File: src/design/spimsc_pkg.sv
// Constants and types shared by the serial peripheral controller
package spimsc_pkg;

    // ------------------------------------------------------------
    // Register indices (byte address is four times the index)
    // ------------------------------------------------------------
    localparam logic [2:0] IDX_CTRL1 = 3'h0;
    localparam logic [2:0] IDX_CTRL2 = 3'h1;
    localparam logic [2:0] IDX_BAUD = 3'h2;
    localparam logic [2:0] IDX_STAT = 3'h3;
    localparam logic [2:0] IDX_DATA_HI = 3'h4;
    localparam logic [2:0] IDX_DATA_LO = 3'h5;

    // ------------------------------------------------------------
    // Field positions
    // ------------------------------------------------------------
    localparam int C1_IRQ_EN = 7;
    localparam int C1_SYS_EN = 6;
    localparam int C1_TXE_IRQ_EN = 5;
    localparam int C1_MASTER = 4;
    localparam int C1_POL = 3;
    localparam int C1_PHASE = 2;
    localparam int C1_SEL_OE = 1;
    localparam int C1_LOW_FIRST = 0;
    localparam int C2_WIDTH = 6;
    localparam int C2_FAULT_EN = 4;
    localparam int C2_STOP_WAIT = 1;
    localparam int BR_PRE_LSB = 4;
    localparam int BR_SEL_LSB = 0;

    // ------------------------------------------------------------
    // Writable masks, abort masks and reset values
    // ------------------------------------------------------------
    localparam logic [7:0] CTRL2_MASK = 8'h5b;
    localparam logic [7:0] BAUD_MASK = 8'h77;
    localparam logic [7:0] CTRL1_ABORT = 8'h0f;
    localparam logic [7:0] CTRL2_ABORT = 8'h59;
    localparam logic [7:0] CTRL1_RST = 8'h00;
    localparam logic [7:0] CTRL2_RST = 8'h00;
    localparam logic [7:0] BAUD_RST = 8'h00;
    localparam logic [15:0] DATA_RST = 16'h0000;

    // Last edge index of a frame (two edges per bit)
    localparam logic [5:0] LAST_EDGE_8 = 6'h0f;
    localparam logic [5:0] LAST_EDGE_16 = 6'h1f;

    // AXI responses
    localparam logic [1:0] RESP_OKAY = 2'b00;
    localparam logic [1:0] RESP_SLVERR = 2'b10;

    // ------------------------------------------------------------
    // Types
    // ------------------------------------------------------------
    typedef struct packed {
        logic sck;
        logic mosi;
        logic miso;
        logic sel;
    } spimsc_pins_t;

    localparam spimsc_pins_t PINS_IDLE = '{sck: 1'b0, mosi: 1'b0, miso: 1'b0, sel: 1'b1};
    localparam spimsc_pins_t PINS_OFF = '{sck: 1'b0, mosi: 1'b0, miso: 1'b0, sel: 1'b0};

    typedef enum logic [1:0] {
        XF_IDLE = 2'b00,
        XF_MRUN = 2'b01,
        XF_SRUN = 2'b11
    } spimsc_xf_t;

endpackage

File: src/design/spimsc_top.sv
// Serial peripheral controller, master or slave, with AXI4-Lite registers
`timescale 1ns/1ns

// Notes on behaviour
// - Wait without stop bit runs as normal
// - Wait with stop bit freezes master clock
// - Slave keeps shifting in wait and stop
// - Stop mode halts master, resumes after
// - MOSI drives as master, samples as slave
// - MISO drives as slave, samples as master
// - Clock output as master, input as slave
// - Reserved bits read zero, writes ignored
// - Irq on done or fault when enabled
// - Disable forces idle, clears done and fault flags
// - Irq while tx empty when enabled
// - Master bit selects role; change idles
// - Polarity sets idle clock level
// - Both ends share one clock polarity
// - Phase picks odd or even sample edges
// - Master format writes abort transfer
// - Low-first bit order; register stays MSB-high
// - Select pin role from fault and output enables
// - Master drives select low during frame
// - Width bit picks 8 or 16 bits
// - Divisor is (pre+1) times 2^(sel+1)
module spimsc_top
    import spimsc_pkg::*;
#(
    parameter int ADDR_W = 8
) (
    // Clock and reset
    input logic REF_CLK_I,
    input logic RST_I,
    // AXI4-Lite write channels
    input logic [ADDR_W-1:0] S_AXI_AWADDR_I,
    input logic S_AXI_AWVALID_I,
    output logic S_AXI_AWREADY_O,
    input logic [31:0] S_AXI_WDATA_I,
    input logic [3:0] S_AXI_WSTRB_I,
    input logic S_AXI_WVALID_I,
    output logic S_AXI_WREADY_O,
    output logic [1:0] S_AXI_BRESP_O,
    output logic S_AXI_BVALID_O,
    input logic S_AXI_BREADY_I,
    // AXI4-Lite read channels
    input logic [ADDR_W-1:0] S_AXI_ARADDR_I,
    input logic S_AXI_ARVALID_I,
    output logic S_AXI_ARREADY_O,
    output logic [31:0] S_AXI_RDATA_O,
    output logic [1:0] S_AXI_RRESP_O,
    output logic S_AXI_RVALID_O,
    input logic S_AXI_RREADY_I,
    // Processor low power state, same clock domain
    input logic WAIT_MODE_I,
    input logic STOP_MODE_I,
    // Serial pins
    input logic SCK_I,
    output logic SCK_O,
    output logic SCK_OE_O,
    input logic MOSI_I,
    output logic MOSI_O,
    output logic MOSI_OE_O,
    input logic MISO_I,
    output logic MISO_O,
    output logic MISO_OE_O,
    input logic SS_I,
    output logic SS_O,
    output logic SS_OE_O,
    // Interrupt request
    output logic IRQ_O
);

    // ------------------------------------------------------------
    // Elaboration check
    // ------------------------------------------------------------
    // Decode needs bits above the eight word slots
    generate
        if (ADDR_W < 6) begin : g_bad_addr
            $error("ADDR_W must be at least 6");
        end
    endgenerate

    // ------------------------------------------------------------
    // Pin synchronisers
    // ------------------------------------------------------------
    spimsc_pins_t pin_m_r;
    spimsc_pins_t pin_s_r;
    spimsc_pins_t pin_d_r;

    // Two stages, then one more for edge detection on the clean copy
    always_ff @(posedge REF_CLK_I) begin
        if (RST_I) begin
            pin_m_r <= PINS_IDLE;
            pin_s_r <= PINS_IDLE;
            pin_d_r <= PINS_IDLE;
        end else begin
            pin_m_r <= '{sck: SCK_I, mosi: MOSI_I, miso: MISO_I, sel: SS_I};
            pin_s_r <= pin_m_r;
            pin_d_r <= pin_s_r;
        end
    end

    // ------------------------------------------------------------
    // AXI4-Lite slave
    // ------------------------------------------------------------
    logic aw_full_r;
    logic w_full_r;
    logic awready_r;
    logic wready_r;
    logic bvalid_r;
    logic [1:0] bresp_r;
    logic arready_r;
    logic rvalid_r;
    logic [1:0] rresp_r;
    logic [31:0] rdata_r;
    logic [ADDR_W-1:0] aw_addr_r;
    logic [7:0] w_byte_r;
    logic w_lane_r;

    // Address and data are caught in either order; response after both
    wire wr_go = aw_full_r & w_full_r & ~bvalid_r;
    wire aw_take = S_AXI_AWVALID_I & awready_r;
    wire w_take = S_AXI_WVALID_I & wready_r;
    wire aw_full_nxt = wr_go ? 1'b0 : (aw_full_r | aw_take);
    wire w_full_nxt = wr_go ? 1'b0 : (w_full_r | w_take);
    wire ar_take = S_AXI_ARVALID_I & arready_r;
    wire rvalid_nxt = ar_take | (rvalid_r & ~S_AXI_RREADY_I);

    // Word decode; only lane 0 carries register bits
    wire [2:0] w_idx = aw_addr_r[4:2];
    wire w_map = (aw_addr_r[ADDR_W-1:5] == '0);
    wire wr_ok = wr_go & w_map & w_lane_r;
    wire wr_c1 = wr_ok & (w_idx == IDX_CTRL1);
    wire wr_c2 = wr_ok & (w_idx == IDX_CTRL2);
    wire wr_br = wr_ok & (w_idx == IDX_BAUD);
    wire wr_dh = wr_ok & (w_idx == IDX_DATA_HI);
    wire wr_dl = wr_ok & (w_idx == IDX_DATA_LO);
    wire [2:0] r_idx = S_AXI_ARADDR_I[4:2];
    wire r_map = (S_AXI_ARADDR_I[ADDR_W-1:5] == '0);
    wire rd_sr = ar_take & r_map & (r_idx == IDX_STAT);
    wire rd_dl = ar_take & r_map & (r_idx == IDX_DATA_LO);

    // Handshake registers; ready flags mirror the holding slots
    always_ff @(posedge REF_CLK_I) begin
        if (RST_I) begin
            aw_full_r <= 1'b0;
            w_full_r <= 1'b0;
            awready_r <= 1'b1;
            wready_r <= 1'b1;
            bvalid_r <= 1'b0;
            arready_r <= 1'b1;
            rvalid_r <= 1'b0;
        end else begin
            aw_full_r <= aw_full_nxt;
            w_full_r <= w_full_nxt;
            awready_r <= ~aw_full_nxt;
            wready_r <= ~w_full_nxt;
            bvalid_r <= wr_go | (bvalid_r & ~S_AXI_BREADY_I);
            arready_r <= ~rvalid_nxt;
            rvalid_r <= rvalid_nxt;
        end
    end

    // Payload captures
    always_ff @(posedge REF_CLK_I) begin
        if (RST_I) begin
            aw_addr_r <= '0;
            w_byte_r <= 8'h00;
            w_lane_r <= 1'b0;
            bresp_r <= RESP_OKAY;
        end else begin
            if (aw_take) aw_addr_r <= S_AXI_AWADDR_I;
            if (w_take) w_byte_r <= S_AXI_WDATA_I[7:0];
            if (w_take) w_lane_r <= S_AXI_WSTRB_I[0];
            if (wr_go) bresp_r <= w_map ? RESP_OKAY : RESP_SLVERR;
        end
    end

    // ------------------------------------------------------------
    // Control registers and field decode
    // ------------------------------------------------------------
    logic [7:0] c1_r;
    logic [7:0] c2_r;
    logic [7:0] br_r;
    logic [15:0] txb_r;
    logic [15:0] rxb_r;
    logic done_r;
    logic txe_r;
    logic fault_r;
    logic arm_done_r;
    logic arm_txe_r;
    logic arm_fault_r;

    wire en = c1_r[C1_SYS_EN];
    wire master_select = c1_r[C1_MASTER];
    wire clock_polarity = c1_r[C1_POL];
    wire clock_phase = c1_r[C1_PHASE];
    wire select_output_enable = c1_r[C1_SEL_OE];
    wire lsb = c1_r[C1_LOW_FIRST];
    wire w16 = c2_r[C2_WIDTH];
    wire fden = c2_r[C2_FAULT_EN];
    wire swai = c2_r[C2_STOP_WAIT];

    // Master halts in stop, or in wait with the stop bit; slave never does
    wire halt = STOP_MODE_I | (WAIT_MODE_I & swai);

    // Idle forcing: disable, role change, format change as master, fault
    wire mode_chg = wr_c1 & (w_byte_r[C1_MASTER] != master_select);
    wire fmt_c1 = wr_c1 & (((w_byte_r ^ c1_r) & CTRL1_ABORT) != 8'h00);
    wire fmt_c2 = wr_c2 & (((w_byte_r ^ c2_r) & CTRL2_ABORT) != 8'h00);
    wire fmt_br = wr_br & (((w_byte_r & BAUD_MASK) ^ br_r) != 8'h00);
    wire fmt_hit = master_select & (fmt_c1 | fmt_c2 | fmt_br);
    wire fault_evt = en & master_select & fden & ~select_output_enable & ~pin_s_r.sel;
    wire force_idle = ~en | mode_chg | fmt_hit | fault_evt;

    // Masked register writes keep reserved bits at zero
    always_ff @(posedge REF_CLK_I) begin
        if (RST_I) begin
            c1_r <= CTRL1_RST;
            c2_r <= CTRL2_RST;
            br_r <= BAUD_RST;
            txb_r <= DATA_RST;
        end else begin
            if (wr_c1) c1_r <= w_byte_r;
            if (wr_c2) c2_r <= w_byte_r & CTRL2_MASK;
            if (wr_br) br_r <= w_byte_r & BAUD_MASK;
            if (wr_dh) txb_r[15:8] <= w_byte_r;
            if (wr_dl) txb_r[7:0] <= w_byte_r;
        end
    end

    // ------------------------------------------------------------
    // Transfer engine
    // ------------------------------------------------------------
    spimsc_xf_t xf_r;
    spimsc_xf_t xf_nxt;
    logic [5:0] cnt_r;
    logic [5:0] cnt_nxt;
    logic [10:0] div_r;
    logic [10:0] div_nxt;
    logic [15:0] txs_r;
    logic [15:0] txs_nxt;
    logic [15:0] rxs_r;
    logic [15:0] rxs_nxt;
    logic lvl_r;
    logic lvl_nxt;
    logic xdone;
    logic load;

    // Half period is half the divisor: (pre+1) shifted by sel
    wire [3:0] pre_p1 = {1'b0, br_r[BR_PRE_LSB +: 3]} + 4'h1;
    wire [10:0] half_w = {7'h00, pre_p1} << br_r[BR_SEL_LSB +: 3];
    wire [10:0] half_m1 = half_w - 11'h001;

    // Edge sources: own divider as master, synced pin as slave
    wire m_tick = (xf_r == XF_MRUN) & ~halt & (div_r == half_m1);
    wire s_edge = (xf_r == XF_SRUN) & (pin_s_r.sck ^ pin_d_r.sck);
    wire any_edge = m_tick | s_edge;
    wire samp_edge = any_edge & (cnt_r[0] == clock_phase);
    wire shift_edge = any_edge & (cnt_r[0] != clock_phase) & (cnt_r != 6'h00);
    wire [5:0] last_cnt = w16 ? LAST_EDGE_16 : LAST_EDGE_8;
    wire last_edge = any_edge & (cnt_r == last_cnt);
    wire in_bit = master_select ? pin_s_r.miso : pin_s_r.mosi;
    wire ss_fall = pin_d_r.sel & ~pin_s_r.sel;
    wire idle = (xf_r == XF_IDLE);
    wire m_start = idle & en & master_select & ~txe_r & ~halt & ~force_idle;
    wire s_start = idle & en & ~master_select & ss_fall & ~force_idle;

    // Sequencing of one frame; counters freeze while the master halts
    always_comb begin
        xf_nxt = xf_r;
        cnt_nxt = cnt_r;
        div_nxt = div_r;
        txs_nxt = txs_r;
        rxs_nxt = rxs_r;
        lvl_nxt = lvl_r;
        xdone = 1'b0;
        load = 1'b0;
        unique case (xf_r)
            XF_IDLE: begin
                cnt_nxt = 6'h00;
                div_nxt = 11'h000;
                lvl_nxt = 1'b0;
                if (m_start) begin
                    xf_nxt = XF_MRUN;
                    load = 1'b1;
                end else if (s_start) begin
                    xf_nxt = XF_SRUN;
                    load = 1'b1;
                end
            end
            XF_MRUN, XF_SRUN: begin
                if ((xf_r == XF_MRUN) && !halt) begin
                    div_nxt = (div_r == half_m1) ? 11'h000 : div_r + 11'h001;
                end
                if (any_edge) begin
                    cnt_nxt = cnt_r + 6'h01;
                    lvl_nxt = ~lvl_r;
                end
                if (samp_edge) begin
                    rxs_nxt = lsb ? {in_bit, rxs_r[15:1]} : {rxs_r[14:0], in_bit};
                end
                if (shift_edge) begin
                    txs_nxt = lsb ? {1'b0, txs_r[15:1]} : {txs_r[14:0], 1'b0};
                end
                if (last_edge) begin
                    xf_nxt = XF_IDLE;
                    xdone = 1'b1;
                end
                // Select released mid-frame ends the slave frame
                if ((xf_r == XF_SRUN) && pin_s_r.sel) begin
                    xf_nxt = XF_IDLE;
                end
            end
            default: xf_nxt = XF_IDLE;
        endcase
        if (load) begin
            txs_nxt = txb_r;
        end
        if (force_idle) begin
            xf_nxt = XF_IDLE;
            xdone = 1'b0;
        end
    end

    // Received word lands with MSB in the top bit in both orders
    wire [15:0] rx_word = w16 ? rxs_nxt :
        (lsb ? {8'h00, rxs_nxt[15:8]} : {8'h00, rxs_nxt[7:0]});
    wire out_nxt = lsb ? txs_nxt[0] : (w16 ? txs_nxt[15] : txs_nxt[7]);

    always_ff @(posedge REF_CLK_I) begin
        if (RST_I) begin
            xf_r <= XF_IDLE;
            cnt_r <= 6'h00;
            div_r <= 11'h000;
            txs_r <= DATA_RST;
            rxs_r <= DATA_RST;
            lvl_r <= 1'b0;
            rxb_r <= DATA_RST;
        end else begin
            xf_r <= xf_nxt;
            cnt_r <= cnt_nxt;
            div_r <= div_nxt;
            txs_r <= txs_nxt;
            rxs_r <= rxs_nxt;
            lvl_r <= lvl_nxt;
            if (xdone) rxb_r <= rx_word;
        end
    end

    // ------------------------------------------------------------
    // Status flags
    // ------------------------------------------------------------
    // Clearing takes a status read with the flag up, then the data
    // access, or a CTRL1 write for fault; a new event in the clearing cycle wins
    always_ff @(posedge REF_CLK_I) begin
        if (RST_I || !en) begin
            done_r <= 1'b0;
            txe_r <= 1'b1;
            fault_r <= 1'b0;
            arm_done_r <= 1'b0;
            arm_txe_r <= 1'b0;
            arm_fault_r <= 1'b0;
        end else begin
            done_r <= xdone | (done_r & ~(rd_dl & arm_done_r));
            txe_r <= load | (txe_r & ~(wr_dl & arm_txe_r));
            fault_r <= fault_evt | (fault_r & ~(wr_c1 & arm_fault_r));
            arm_done_r <= (arm_done_r & ~rd_dl) | (rd_sr & done_r);
            arm_txe_r <= (arm_txe_r & ~wr_dl) | (rd_sr & txe_r);
            arm_fault_r <= (arm_fault_r & ~wr_c1) | (rd_sr & fault_r);
        end
    end

    // ------------------------------------------------------------
    // Read data and pin drive
    // ------------------------------------------------------------
    // Reserved bits and unused slots read as zero
    wire [7:0] sr_val = {done_r, 1'b0, txe_r, fault_r, 4'h0};
    wire [7:0] rd_byte = (r_idx == IDX_CTRL1) ? c1_r :
        (r_idx == IDX_CTRL2) ? c2_r :
        (r_idx == IDX_BAUD) ? br_r :
        (r_idx == IDX_STAT) ? sr_val :
        (r_idx == IDX_DATA_HI) ? (w16 ? rxb_r[15:8] : 8'h00) :
        (r_idx == IDX_DATA_LO) ? rxb_r[7:0] : 8'h00;

    // Pin levels follow the next state so drive does not lag the engine
    spimsc_pins_t po_r;
    spimsc_pins_t poe_r;
    logic irq_r;
    wire sel_out = en & master_select & fden & select_output_enable;
    wire irq_nxt = en & ((c1_r[C1_IRQ_EN] & (done_r | fault_r)) |
        (c1_r[C1_TXE_IRQ_EN] & txe_r));

    always_ff @(posedge REF_CLK_I) begin
        if (RST_I) begin
            po_r <= PINS_IDLE;
            poe_r <= PINS_OFF;
            irq_r <= 1'b0;
            rdata_r <= 32'h0000_0000;
            rresp_r <= RESP_OKAY;
        end else begin
            po_r.sck <= clock_polarity ^ lvl_nxt;
            po_r.mosi <= out_nxt;
            po_r.miso <= out_nxt;
            po_r.sel <= (xf_nxt != XF_MRUN);
            poe_r.sck <= en & master_select;
            poe_r.mosi <= en & master_select;
            poe_r.miso <= en & ~master_select & ~pin_s_r.sel;
            poe_r.sel <= sel_out;
            irq_r <= irq_nxt;
            if (ar_take) rdata_r <= {24'h00_0000, r_map ? rd_byte : 8'h00};
            if (ar_take) rresp_r <= r_map ? RESP_OKAY : RESP_SLVERR;
        end
    end

    // Port drive straight from flip-flops
    assign S_AXI_AWREADY_O = awready_r;
    assign S_AXI_WREADY_O = wready_r;
    assign S_AXI_BVALID_O = bvalid_r;
    assign S_AXI_BRESP_O = bresp_r;
    assign S_AXI_ARREADY_O = arready_r;
    assign S_AXI_RVALID_O = rvalid_r;
    assign S_AXI_RRESP_O = rresp_r;
    assign S_AXI_RDATA_O = rdata_r;
    assign SCK_O = po_r.sck;
    assign SCK_OE_O = poe_r.sck;
    assign MOSI_O = po_r.mosi;
    assign MOSI_OE_O = poe_r.mosi;
    assign MISO_O = po_r.miso;
    assign MISO_OE_O = poe_r.miso;
    assign SS_O = po_r.sel;
    assign SS_OE_O = poe_r.sel;
    assign IRQ_O = irq_r;

endmodule

File: config.mk
export PLATFORM = sky130hd
export DESIGN_NAME = spimsc_top
export DESIGN_NICKNAME = d
export VERILOG_FILES = /design/src/design/spimsc_pkg.sv /design/src/design/spimsc_top.sv
export SDC_FILE = /design/constraint.sdc
export NUM_CORES = 1
export LEC_CHECK = 0
export BUFFER_PORTS_ARGS = -buffer_cell sky130_fd_sc_hd__buf_2
export CAP_MARGIN = 20
export CORE_ASPECT_RATIO = 1.4
export CORE_MARGIN = 1
export CORE_UTILIZATION = 58
export DETAILED_ROUTE_END_ITERATION = 7
export PLACE_DENSITY = 0.89
export SETUP_SLACK_MARGIN = 0.2
export SLEW_MARGIN = 40
export SYNTH_ARGS = -nofsm -noshare
export SYNTH_HDL_FRONTEND = slang
export SYNTH_SLANG_ARGS = --single-unit
File: constraint.sdc
create_clock -name REF_CLK_I -period 4 [get_ports REF_CLK_I]
set_clock_uncertainty 0.05 [all_clocks]
set_input_delay 0.4 -clock REF_CLK_I [delete_from_list [all_inputs] [get_ports REF_CLK_I]]
set_output_delay 0.4 -clock REF_CLK_I [all_outputs]
set_load 0.05 [all_outputs]
==> flow_summary.ini, run 1 <==
[timing]
setup_tns_ns = 0
hold_violations = 0
post-route-period-util_pct = 91.65
drv_slew = 0
max_freq_mhz = 272.8
period_minus_slack_ns = 3.666
maxSlewHeadroom_pct = 53.09
setup_violations = 0
tightest_slew_ns = 0.7037
rsz0062_at_grt = no

[yosys]
ys_seq_area_share_pct = 37.82
synth_edf_count = 0
ys_types = 83
synth_async_sr_flop_share_pct = 0
synth-main-ff-cell = dfxtp_1
yosysWarnings = 0
ys_ff_latch = 158
syn-cell-area_um2 = 8363
syn_inst = 1006
syn_area_per_cell_um2 = 8.313

[worst_setup_path]
regToRegEndpoint = cnt_r[5]$_SDFFE_PP0P_
r2r_start = br_r[4]$_SDFFE_PP0P_
cp-end-kind = register
worstSetupStartpointType = register
crit_fanout = 11
crit_arrival_ns = 3.98
rrSetupSlack_ns = 0.33
reg2regPathDepth = 12
crit_type = reg -> reg
crit_required_ns = 4.31

[worst_hold_path]
min_from = SS_I
hold_class = in -> reg
worst_hold_path.num_cells = 2
min_to = pin_m_r[0]$_SDFF_PP1_

[clocking]
h-tree-depth = 4
ctsRootBufferMaster = clkbuf_16
path_clk_slew_ns = 0.06
cts_hold_buffers = 0
numCtsBuffers = 17
clk-insertion-delay-late_ns = 0.43
cts_tree = built
cts_buffer_depth = 2
cts_sinks = 158

[status]
violations = DRC
status = finished, violations left

[placed_design]
placed_area_um2 = 8656
dp_hpwl_mm = 13.60
place.gp.congestion = 0.9134
port_buffers = 57

[cells_and_area]
drive_above_1_share_pct = 15.00
final_cell_area_um2 = 9344
nets = 1104
diodes = 0
synthToLayoutAreaGrowth_pct = 11.73
nFillCells = 992

[global_routing]
grt_first_pass_wirelength_mm = 33.93
antenna_found_initial = 0
track_usage_pct = 29.41
grt_pass1_vias = 7056
grt_max_degree = 69
grt.overflow.total = 0

[floorplan]
ios = 115
core_um2 = 13970
initial_core_util_pct = 59.84
die_h_um = 144.1
die_area_um2 = 14910
dieWidth_um = 103.5
rows = 51

[routing]
first_iter_violations = 747
vias = 7534
drc = 1
drtAntennaViolNets = 0
routedWlPerCell_um = 17.40
wl_mm = 21.44
avgViaCountPerCell = 6.115
firstDrtPassIters = 8

[job]
drv_cap = 0

[pwr]
p_leak_nw = 3.628
p_per_area_nw_per_um2 = 374.6
ir_drop_mv = 0.2510
registers in the layout, summed over array words and instances, names as in the netlist, 2 cells and up:
register / cells
pin_s_r: 4
cnt_r: 6
pin_m_r: 4
txs_r: 16
div_r: 11
pin_d_r: 2
w_byte_r: 8
txb_r: 16
c2_r: 5
br_r: 6
aw_addr_r: 6
c1_r: 8
rxs_r: 16
xf_r: 2
S_AXI_RDATA_O: 8
rxb_r: 16
logic make-up (layout without fill, tap and decap cells):
kind of cell             count (synthesis)  count (layout)  share of synthesized area [%]
adder cells (fa/ha/maj)                  5               5                         0.7481
AND/OR/NAND/NOR                        361             361                          21.20
AO/OA/AOI/OAI                          241             241                          18.76
flip-flops                             158             158                          37.82
multiplexers                            82              82                          10.32
buffers and inverters                  128             144                          7.690
XOR/XNOR                                30              30                          3.411
other                                    1              26                        0.04484
where the power goes:
group	switching [mW]	internal, mW	total [mW]	leakage (nW)
Clock	0.680	1.00	1.68	0.282
Sequential	0.0278	1.59	1.62	1.28
Combinational	0.151	0.0469	0.198	2.07
through the flow:
stage / instances / worst slack [ns] / power (mW) / hold slack, ns / utilization, %
floorplan: 1031 / 0.5786 / 1.820 / 0.3395 / -
global placement: 1197 / 0.3208 / 1.842 / 0.3419 / 61.92
finish: 1232 / 0.3339 / 3.500 / 0.1011 / 66.86
global route: 1232 / 0.1320 / 3.589 / 0.1025 / 66.86
CTS: 1229 / 0.2354 / 3.489 / 0.1011 / 66.28
detailed placement: 1197 / 0.2776 / 1.848 / 0.3423 / 61.94
cell type report:
type | instances | area [um2] | area share [%]
clock inverters | 13 | 163.9 | 1.754
flip-flops and latches | 158 | 3167 | 33.89
well taps | 185 | 231.5 | 2.477
multi-input cells | 745 | 4698 | 50.28
inverters | 24 | 90.09 | 0.9641
clock buffers | 19 | 442.9 | 4.740
repair buffers | 88 | 550.5 | 5.892
cell usage after synthesis, drive strengths merged, types with 4 or more instances:
master   instances  share of area, %
nor2b           18               1.3
nor4             4              0.48
o21ai           26               1.7
nand2b           8              0.60
a31oi           12              0.90
nand3           24               1.4
nand4            7              0.52
nand4b           4              0.42
o211ai          24               2.2
clkbuf          50               2.3
nor4b            5              0.52
a211oi           8              0.72
and3            20               1.6
and2             6              0.45
mux2i           75               9.0
mux2             4              0.54
inv             24               1.1
a211o            5              0.52
and4b            4              0.52
or2              4              0.30
dfxtp          158                38
nor3b            4              0.36
nand2          124               5.6
a21o             6              0.55
a22oi            8              0.72
o22ai            7              0.52
xnor2           15               1.7
buf             54               4.3
nor2            98               4.4
nor3            11              0.72
ha               5              0.75
o2bb2ai          8              0.84
xor2            15               1.8
nand3b           8              0.76
a21oi          106               6.5
o311ai           4              0.42
how the worst max path moves through the flow:
stage	from	to	slack [ns]
after global placement	br_r[4]$_SDFFE_PP0P_	MISO_O$_SDFF_PP0_	0.32
after CTS	br_r[4]$_SDFFE_PP0P_	MISO_O$_SDFF_PP0_	0.24
final	br_r[4]$_SDFFE_PP0P_	cnt_r[5]$_SDFFE_PP0P_	0.33
after floorplan	br_r[4]$_SDFFE_PP0P_	cnt_r[5]$_SDFFE_PP0P_	0.58
after detailed placement	br_r[4]$_SDFFE_PP0P_	MISO_O$_SDFF_PP0_	0.28
after global routing	br_r[4]$_SDFFE_PP0P_	cnt_r[5]$_SDFFE_PP0P_	0.13
layout by cell type, fill, tap and decap left out, drive strengths merged, types with 4 or more instances in the layout:
cell type	instances
a211o	5
a211oi	8
a21o	6
a21oi	106
a22oi	8
a31oi	12
and2	6
and3	20
and4b	4
buf	87
clkbuf	20
clkinvlp	5
conb	26
dfxtp	158
ha	5
inv	26
mux2	4
mux2i	75
nand2	124
nand2b	8
nand3	24
nand3b	8
nand4	7
nand4b	4
nor2	98
nor2b	18
nor3	11
nor3b	4
nor4	4
nor4b	5
o211ai	24
o21ai	26
o22ai	7
o2bb2ai	8
o311ai	4
or2	4
xnor2	15
xor2	15
worst max-delay path, cell delays in order, from the launching register on:
cell      delay, ns
dfxtp_1        0.34
ha_2           0.28
xnor2_2        0.17
o21ai_1        0.16
o311ai_1       0.41
nand2_1        0.16
or4_1          0.54
a21oi_1        0.21
and4b_4        0.35
o21ai_4        0.08
buf_4          0.19
or4_1          0.49
a21oi_1        0.15
routing by layer:
metal	wire length, um	vias to the layer above	track usage, %	share of wire [%]
met2	10910	366	50.16	51
met4	1206	0	18.75	5.6
met3	1231	116	6.670	5.7
met5	0	-	0	0
li1	-	3554	-	-
met1	8096	3498	32.45	38
timing repair:
item	in CTS	in global routing
resized for setup	0	10
setup endpoints to repair	0	43
setup buffers	0	2
No activity file was read; power rests on OpenSTA's default activity.
==> inputs of run 2 (changes only) <==
CTS_CLUSTER_SIZE = 12   (was default)
PLACE_DENSITY = 0.81   (was 0.89)
==> flow_summary.ini, run 2 (synthesis results as in run 1) <==
[worst_setup_path]
crit_arrival_ns = 3.89
crit_type = reg -> reg
reg2regPathDepth = 13
crit_required_ns = 4.24
cp-end-kind = register
crit_fanout = 20
worstSetupStartpointType = register

[global_routing]
grtUsageMet2_pct = 50.16
grt_max_degree = 69
track_usage_pct = 28.49
grt_pass1_vias = 6728
met1_usage_pct = 32.78
grt.overflow.total = 0
grt-busiest-layer = met2
grt_first_pass_wirelength_mm = 32.88
grtUsageMet3_pct = 5.027
antenna_found_initial = 1

[timing]
fin_ws_ns = 0.3416
hold_violations = 0
max_freq_mhz = 273.3
setup_tns_ns = 0
rsz0062_at_grt = no
drv_slew = 0
setup_violations = 0
period_minus_slack_ns = 3.658
maxSlewHeadroom_pct = 53.25
post-route-period-util_pct = 91.46
hold_slack_ns = 0.1069
tightest_slew_ns = 0.7013

[floorplan]
ios = 115
die_area_um2 = 14910
die_h_um = 144.1
dieWidth_um = 103.5
rows = 51
core_um2 = 13970
initial_core_util_pct = 59.84

[routing]
firstDrtPassIters = 5
drc = 0
first_iter_violations = 514
avgViaCountPerCell = 5.938
drtAntennaViolNets = 0
wl_mm = 20.49
routedWlPerCell_um = 16.63
vias = 7316

[cells_and_area]
nets = 1104
mostFrequentLayoutCell = dfxtp_1
layout_common_cells = 153 x dfxtp_1, 124 x nand2_1, 104 x a21oi_1
diodes = 0
finalNonFillerCells = 1232
drive_above_1_share_pct = 15.76
nFillCells = 1085
synthToLayoutAreaGrowth_pct = 13.05

[pwr]
switching_share_pct = 23.30
total_power_mw = 3.641
p_leak_nw = 3.658
p_per_area_nw_per_um2 = 385.1
switching_power_uw = 848.3
pwr-share-comb_pct = 5.4
p_int_mw = 2.792
seqPwrFrac_pct = 44.5
power_frac_clock_pct = 50.1
ir_drop_mv = 0.2203

[clocking]
clk-insertion-delay-late_ns = 0.42
ctsRootBufferMaster = clkbuf_16
cts_sinks = 158
h-tree-depth = 4
path_clk_slew_ns = 0.07
numCtsBuffers = 17
cts_tree = built
cts_buffer_depth = 2

[status]
status = complete, no violations

[placed_design]
dp_hpwl_mm = 13.56
dp.cells = 1198
place.gp.congestion = 0.8450
port_buffers = 57
dp_slack_ns = 0.1498

[worst_hold_path]
hold_class = in -> reg
worst_hold_path.num_cells = 2

[job]
drv_cap = 0
## run 2: cell types whose count changed in the layout (fill, tap and decap cells not counted), sizes merged
cell	change
clkinvlp	-4
bufinv	+2
clkbuf	+1
inv	+1
buf	+1
clkinv	-1
## run 2: worst paths after layout
kind,endpoint,slack [ns],startpoint
worst max register to register,SCK_O$_SDFF_PP0_,0.34,br_r[4]$_SDFFE_PP0P_
worst min register to register,pin_s_r[0]$_SDFF_PP1_,0.36,pin_m_r[0]$_SDFF_PP1_
worst max-delay path,SCK_O$_SDFF_PP0_,0.34,br_r[4]$_SDFFE_PP0P_
worst min-delay path,pin_m_r[0]$_SDFF_PP1_,0.11,SS_I
## run 2: cell type report
cell class | instances | area (um2) | area share, %
clock buffer | 21 | 460.4 | 4.870
clock inverter | 11 | 201.4 | 2.131
inverter | 24 | 90.09 | 0.9529
sequential | 158 | 3169 | 33.52
timing repair buffer | 88 | 548.0 | 5.797
tap | 185 | 231.5 | 2.448
multi-input combinational | 745 | 4753 | 50.28
## run 2: critical path: stages (launching register included)
cell and delay (ns):
dfxtp_2 0.34, ha_4 0.20, xor2_4 0.18, mux4_2 0.56, o31ai_4 0.28, and3_4 0.25
xor2_2 0.07, a311oi_2 0.33, and4b_4 0.29, o21ai_4 0.16, buf_8 0.18, mux2_2 0.36
xnor2_1 0.12, nor2b_1 0.13
## run 2: per-stage QoR
| stage | cell area, um2 | util (%) |
|---|---|---|
| floorplan | 8457 | - |
| global placement | 8655 | 61.93 |
| detailed placement | 8657 | 61.95 |
| CTS | 9331 | 66.77 |
| global route | 9454 | 67.65 |
| finish | 9454 | 67.65 |
## run 2: timing repair
item	4_1_cts	5_1_grt
pin swaps	0	3
resized for setup	4	21
hold buffers	0	0
setup endpoints to repair	25	56
buffers inserted	0	2
gates cloned	0	0
## run 2: power by group through the flow
stage / combinational (mW) / sequential, mW / clock, mW
floorplan: 0.162 / 1.66 / 0
global placement: 0.191 / 1.65 / 0
detailed placement: 0.194 / 1.65 / 0
CTS: 0.195 / 1.62 / 1.83
finish: 0.196 / 1.62 / 1.83
global route: 0.214 / 1.62 / 1.90
## run 2: routing by layer
metal / part of all wire, % / wire length (um)
met1: 40 / 8273
met2: 52 / 10600
met3: 4.3 / 886
met4: 3.6 / 733
met5: 0 / 0
==> inputs of run 3 (changes only) <==
CORE_UTILIZATION = 26   (was 58)
PLACE_DENSITY = 0.43   (was 0.81)
==> flow_summary.ini, run 3 (synthesis results as in run 1) <==
[status]
status = complete, no violations

[floorplan]
die_area_um2 = 32900
rows = 77
initial_core_util_pct = 26.46
die_h_um = 214.2
dieWidth_um = 153.6
core_um2 = 31600
ios = 115

[cells_and_area]
final_cell_area_um2 = 9751
synthToLayoutAreaGrowth_pct = 16.59
nFillCells = 3361
layout_common_cells = 155 x dfxtp_1, 124 x nand2_1, 104 x a21oi_1
nets = 1113
diodes = 0
mostFrequentLayoutCell = dfxtp_1
drive_above_1_share_pct = 16.19

[worst_setup_path]
rrSetupSlack_ns = 0.39
crit_chain = ha_4 > xor2_2 > mux4_2 > buf_4 > nand2_1 > xor2_1 > or4_1 > a21oi_1 > and4b_4 > o211a_4 > buf_12 > nand3b_1 > a31o_2 > nand3_1
crit_required_ns = 4.26
cp.depth = 14
worstSetupStartpointType = register
crit_arrival_ns = 3.87
r2r_start = br_r[4]$_SDFFE_PP0P_
crit_family = simple AND/OR/NAND/NOR gates
crit_type = reg -> reg
max_stage_delay_ns = 0.53
crit_buf_inv = 2
crit_slowest_cell = mux4_2
regToRegEndpoint = MISO_O$_SDFF_PP0_
reg2regPathDepth = 14
crit_fanout = 30
cp-end-kind = register

[timing]
post-route-period-util_pct = 90.21
setup_violations = 0
max_freq_mhz = 277.1
tightest_slew_ns = 0.7026
rsz0062_at_grt = no
setup_tns_ns = 0
hold_violations = 0
drv_slew = 0
maxSlewHeadroom_pct = 53.16
period_minus_slack_ns = 3.608

[routing]
drc = 0
wl_mm = 22.86
routedWlPerCell_um = 15.75
vias = 7001
drtAntennaViolNets = 0
firstDrtPassIters = 4
first_iter_violations = 357
avgViaCountPerCell = 4.825

[clocking]
ctsRootBufferMaster = clkbuf_16
cts_sinks = 158
cts_buffer_depth = 2
path_clk_slew_ns = 0.06
h-tree-depth = 4
cts_hold_buffers = 0
clk-insertion-delay-late_ns = 0.45
cts_tree = built
numCtsBuffers = 17

[global_routing]
grtUsageMet3_pct = 2.971
grt.overflow.total = 0
track_usage_pct = 14.35
grt_first_pass_wirelength_mm = 36.72
antenna_found_initial = 1
grt_pass1_vias = 6900
met1_usage_pct = 16.48
grt-busiest-layer = met2
grt_max_degree = 56
grtUsageMet2_pct = 25.32

[placed_design]
placed_area_um2 = 9026
place.gp.congestion = 0.7992
dp_hpwl_mm = 16.45
port_buffers = 57

[worst_hold_path]
worst_hold_path.num_cells = 2
min_from = SS_I
min_to = pin_m_r[0]$_SDFF_PP1_
hold_class = in -> reg

[job]
drv_cap = 0

[pwr]
p_leak_nw = 3.717
ir_drop_mv = 0.2255
p_per_area_nw_per_um2 = 372.9
-- run 3: per-stage QoR --
step / setup slack [ns] / power [mW] / hold WS, ns / instances / utilization [%]
finish: 0.3915 / 3.636 / 0.09184 / 1451 / 30.86
CTS: 0.2391 / 3.695 / 0.06755 / 1451 / 30.67
global placement: 0.2064 / 1.861 / 0.3469 / 1418 / 28.56
global route: 0.2111 / 3.773 / 0.07855 / 1451 / 30.86
floorplan: 0.5786 / 1.820 / 0.3395 / 1031 / -
detailed placement: 0.1388 / 1.862 / 0.3513 / 1418 / 28.56
-- run 3: timing repair --
item	in CTS	in global routing
pin swaps	1	1
endpoints found under the hold margin	0	0
setup buffers	1	0
resized for setup	2	13
setup endpoints to repair	2	44
-- run 3: worst reg2reg max path, delay by kind of cell, from the launching register on --
kind	cells	cell delay [ns]
and+or+nand+nor	5	1.14
muxes	1	0.53
AOI/OAI and AO/OA	3	0.60
adders and majority gates	1	0.18
xor gates and xnor gates	2	0.28
DFF	1	0.34
buffers and inverters	2	0.35
-- run 3: worst max path at each step --
stage	from	to	slack, ns
after floorplan	br_r[4]$_SDFFE_PP0P_	cnt_r[5]$_SDFFE_PP0P_	0.58
after global placement	br_r[4]$_SDFFE_PP0P_	MISO_O$_SDFF_PP0_	0.21
after detailed placement	br_r[4]$_SDFFE_PP0P_	MISO_O$_SDFF_PP0_	0.14
after CTS	br_r[4]$_SDFFE_PP0P_	MISO_O$_SDFF_PP0_	0.24
after global routing	br_r[4]$_SDFFE_PP0P_	rxb_r[9]$_SDFFE_PP0P_	0.21
final	br_r[4]$_SDFFE_PP0P_	MISO_O$_SDFF_PP0_	0.39
-- run 3: area by class of cell --
class / count / area [um2] / area share, %
clock buffer: 19 / 452.9 / 4.645
clock inverter: 13 / 197.7 / 2.027
inverter: 24 / 90.09 / 0.9239
multi-input combinational: 745 / 4716 / 48.36
sequential: 158 / 3167 / 32.48
tap: 395 / 494.2 / 5.069
timing repair buffer: 97 / 633.1 / 6.493
-- run 3: per-layer routing --
| layer | up-vias | share of wire (%) | wire length (um) |
|---|---|---|---|
| li1 | 3569 | - | - |
| met3 | 41 | 2.5 | 570 |
| met4 | 2 | 3.2 | 722 |
| met2 | 102 | 51 | 11560 |
| met1 | 3287 | 44 | 9990 |
| met5 | - | 0.048 | 11 |
-- run 3: report_power, final --
part	internal [mW]	leakage (nW)	total, mW	switching, mW
Sequential	1.59	1.28	1.62	0.0235
Combinational	0.0496	2.12	0.205	0.155
Clock	1.09	0.317	1.81	0.719
Total	2.74	3.72	3.64	0.898
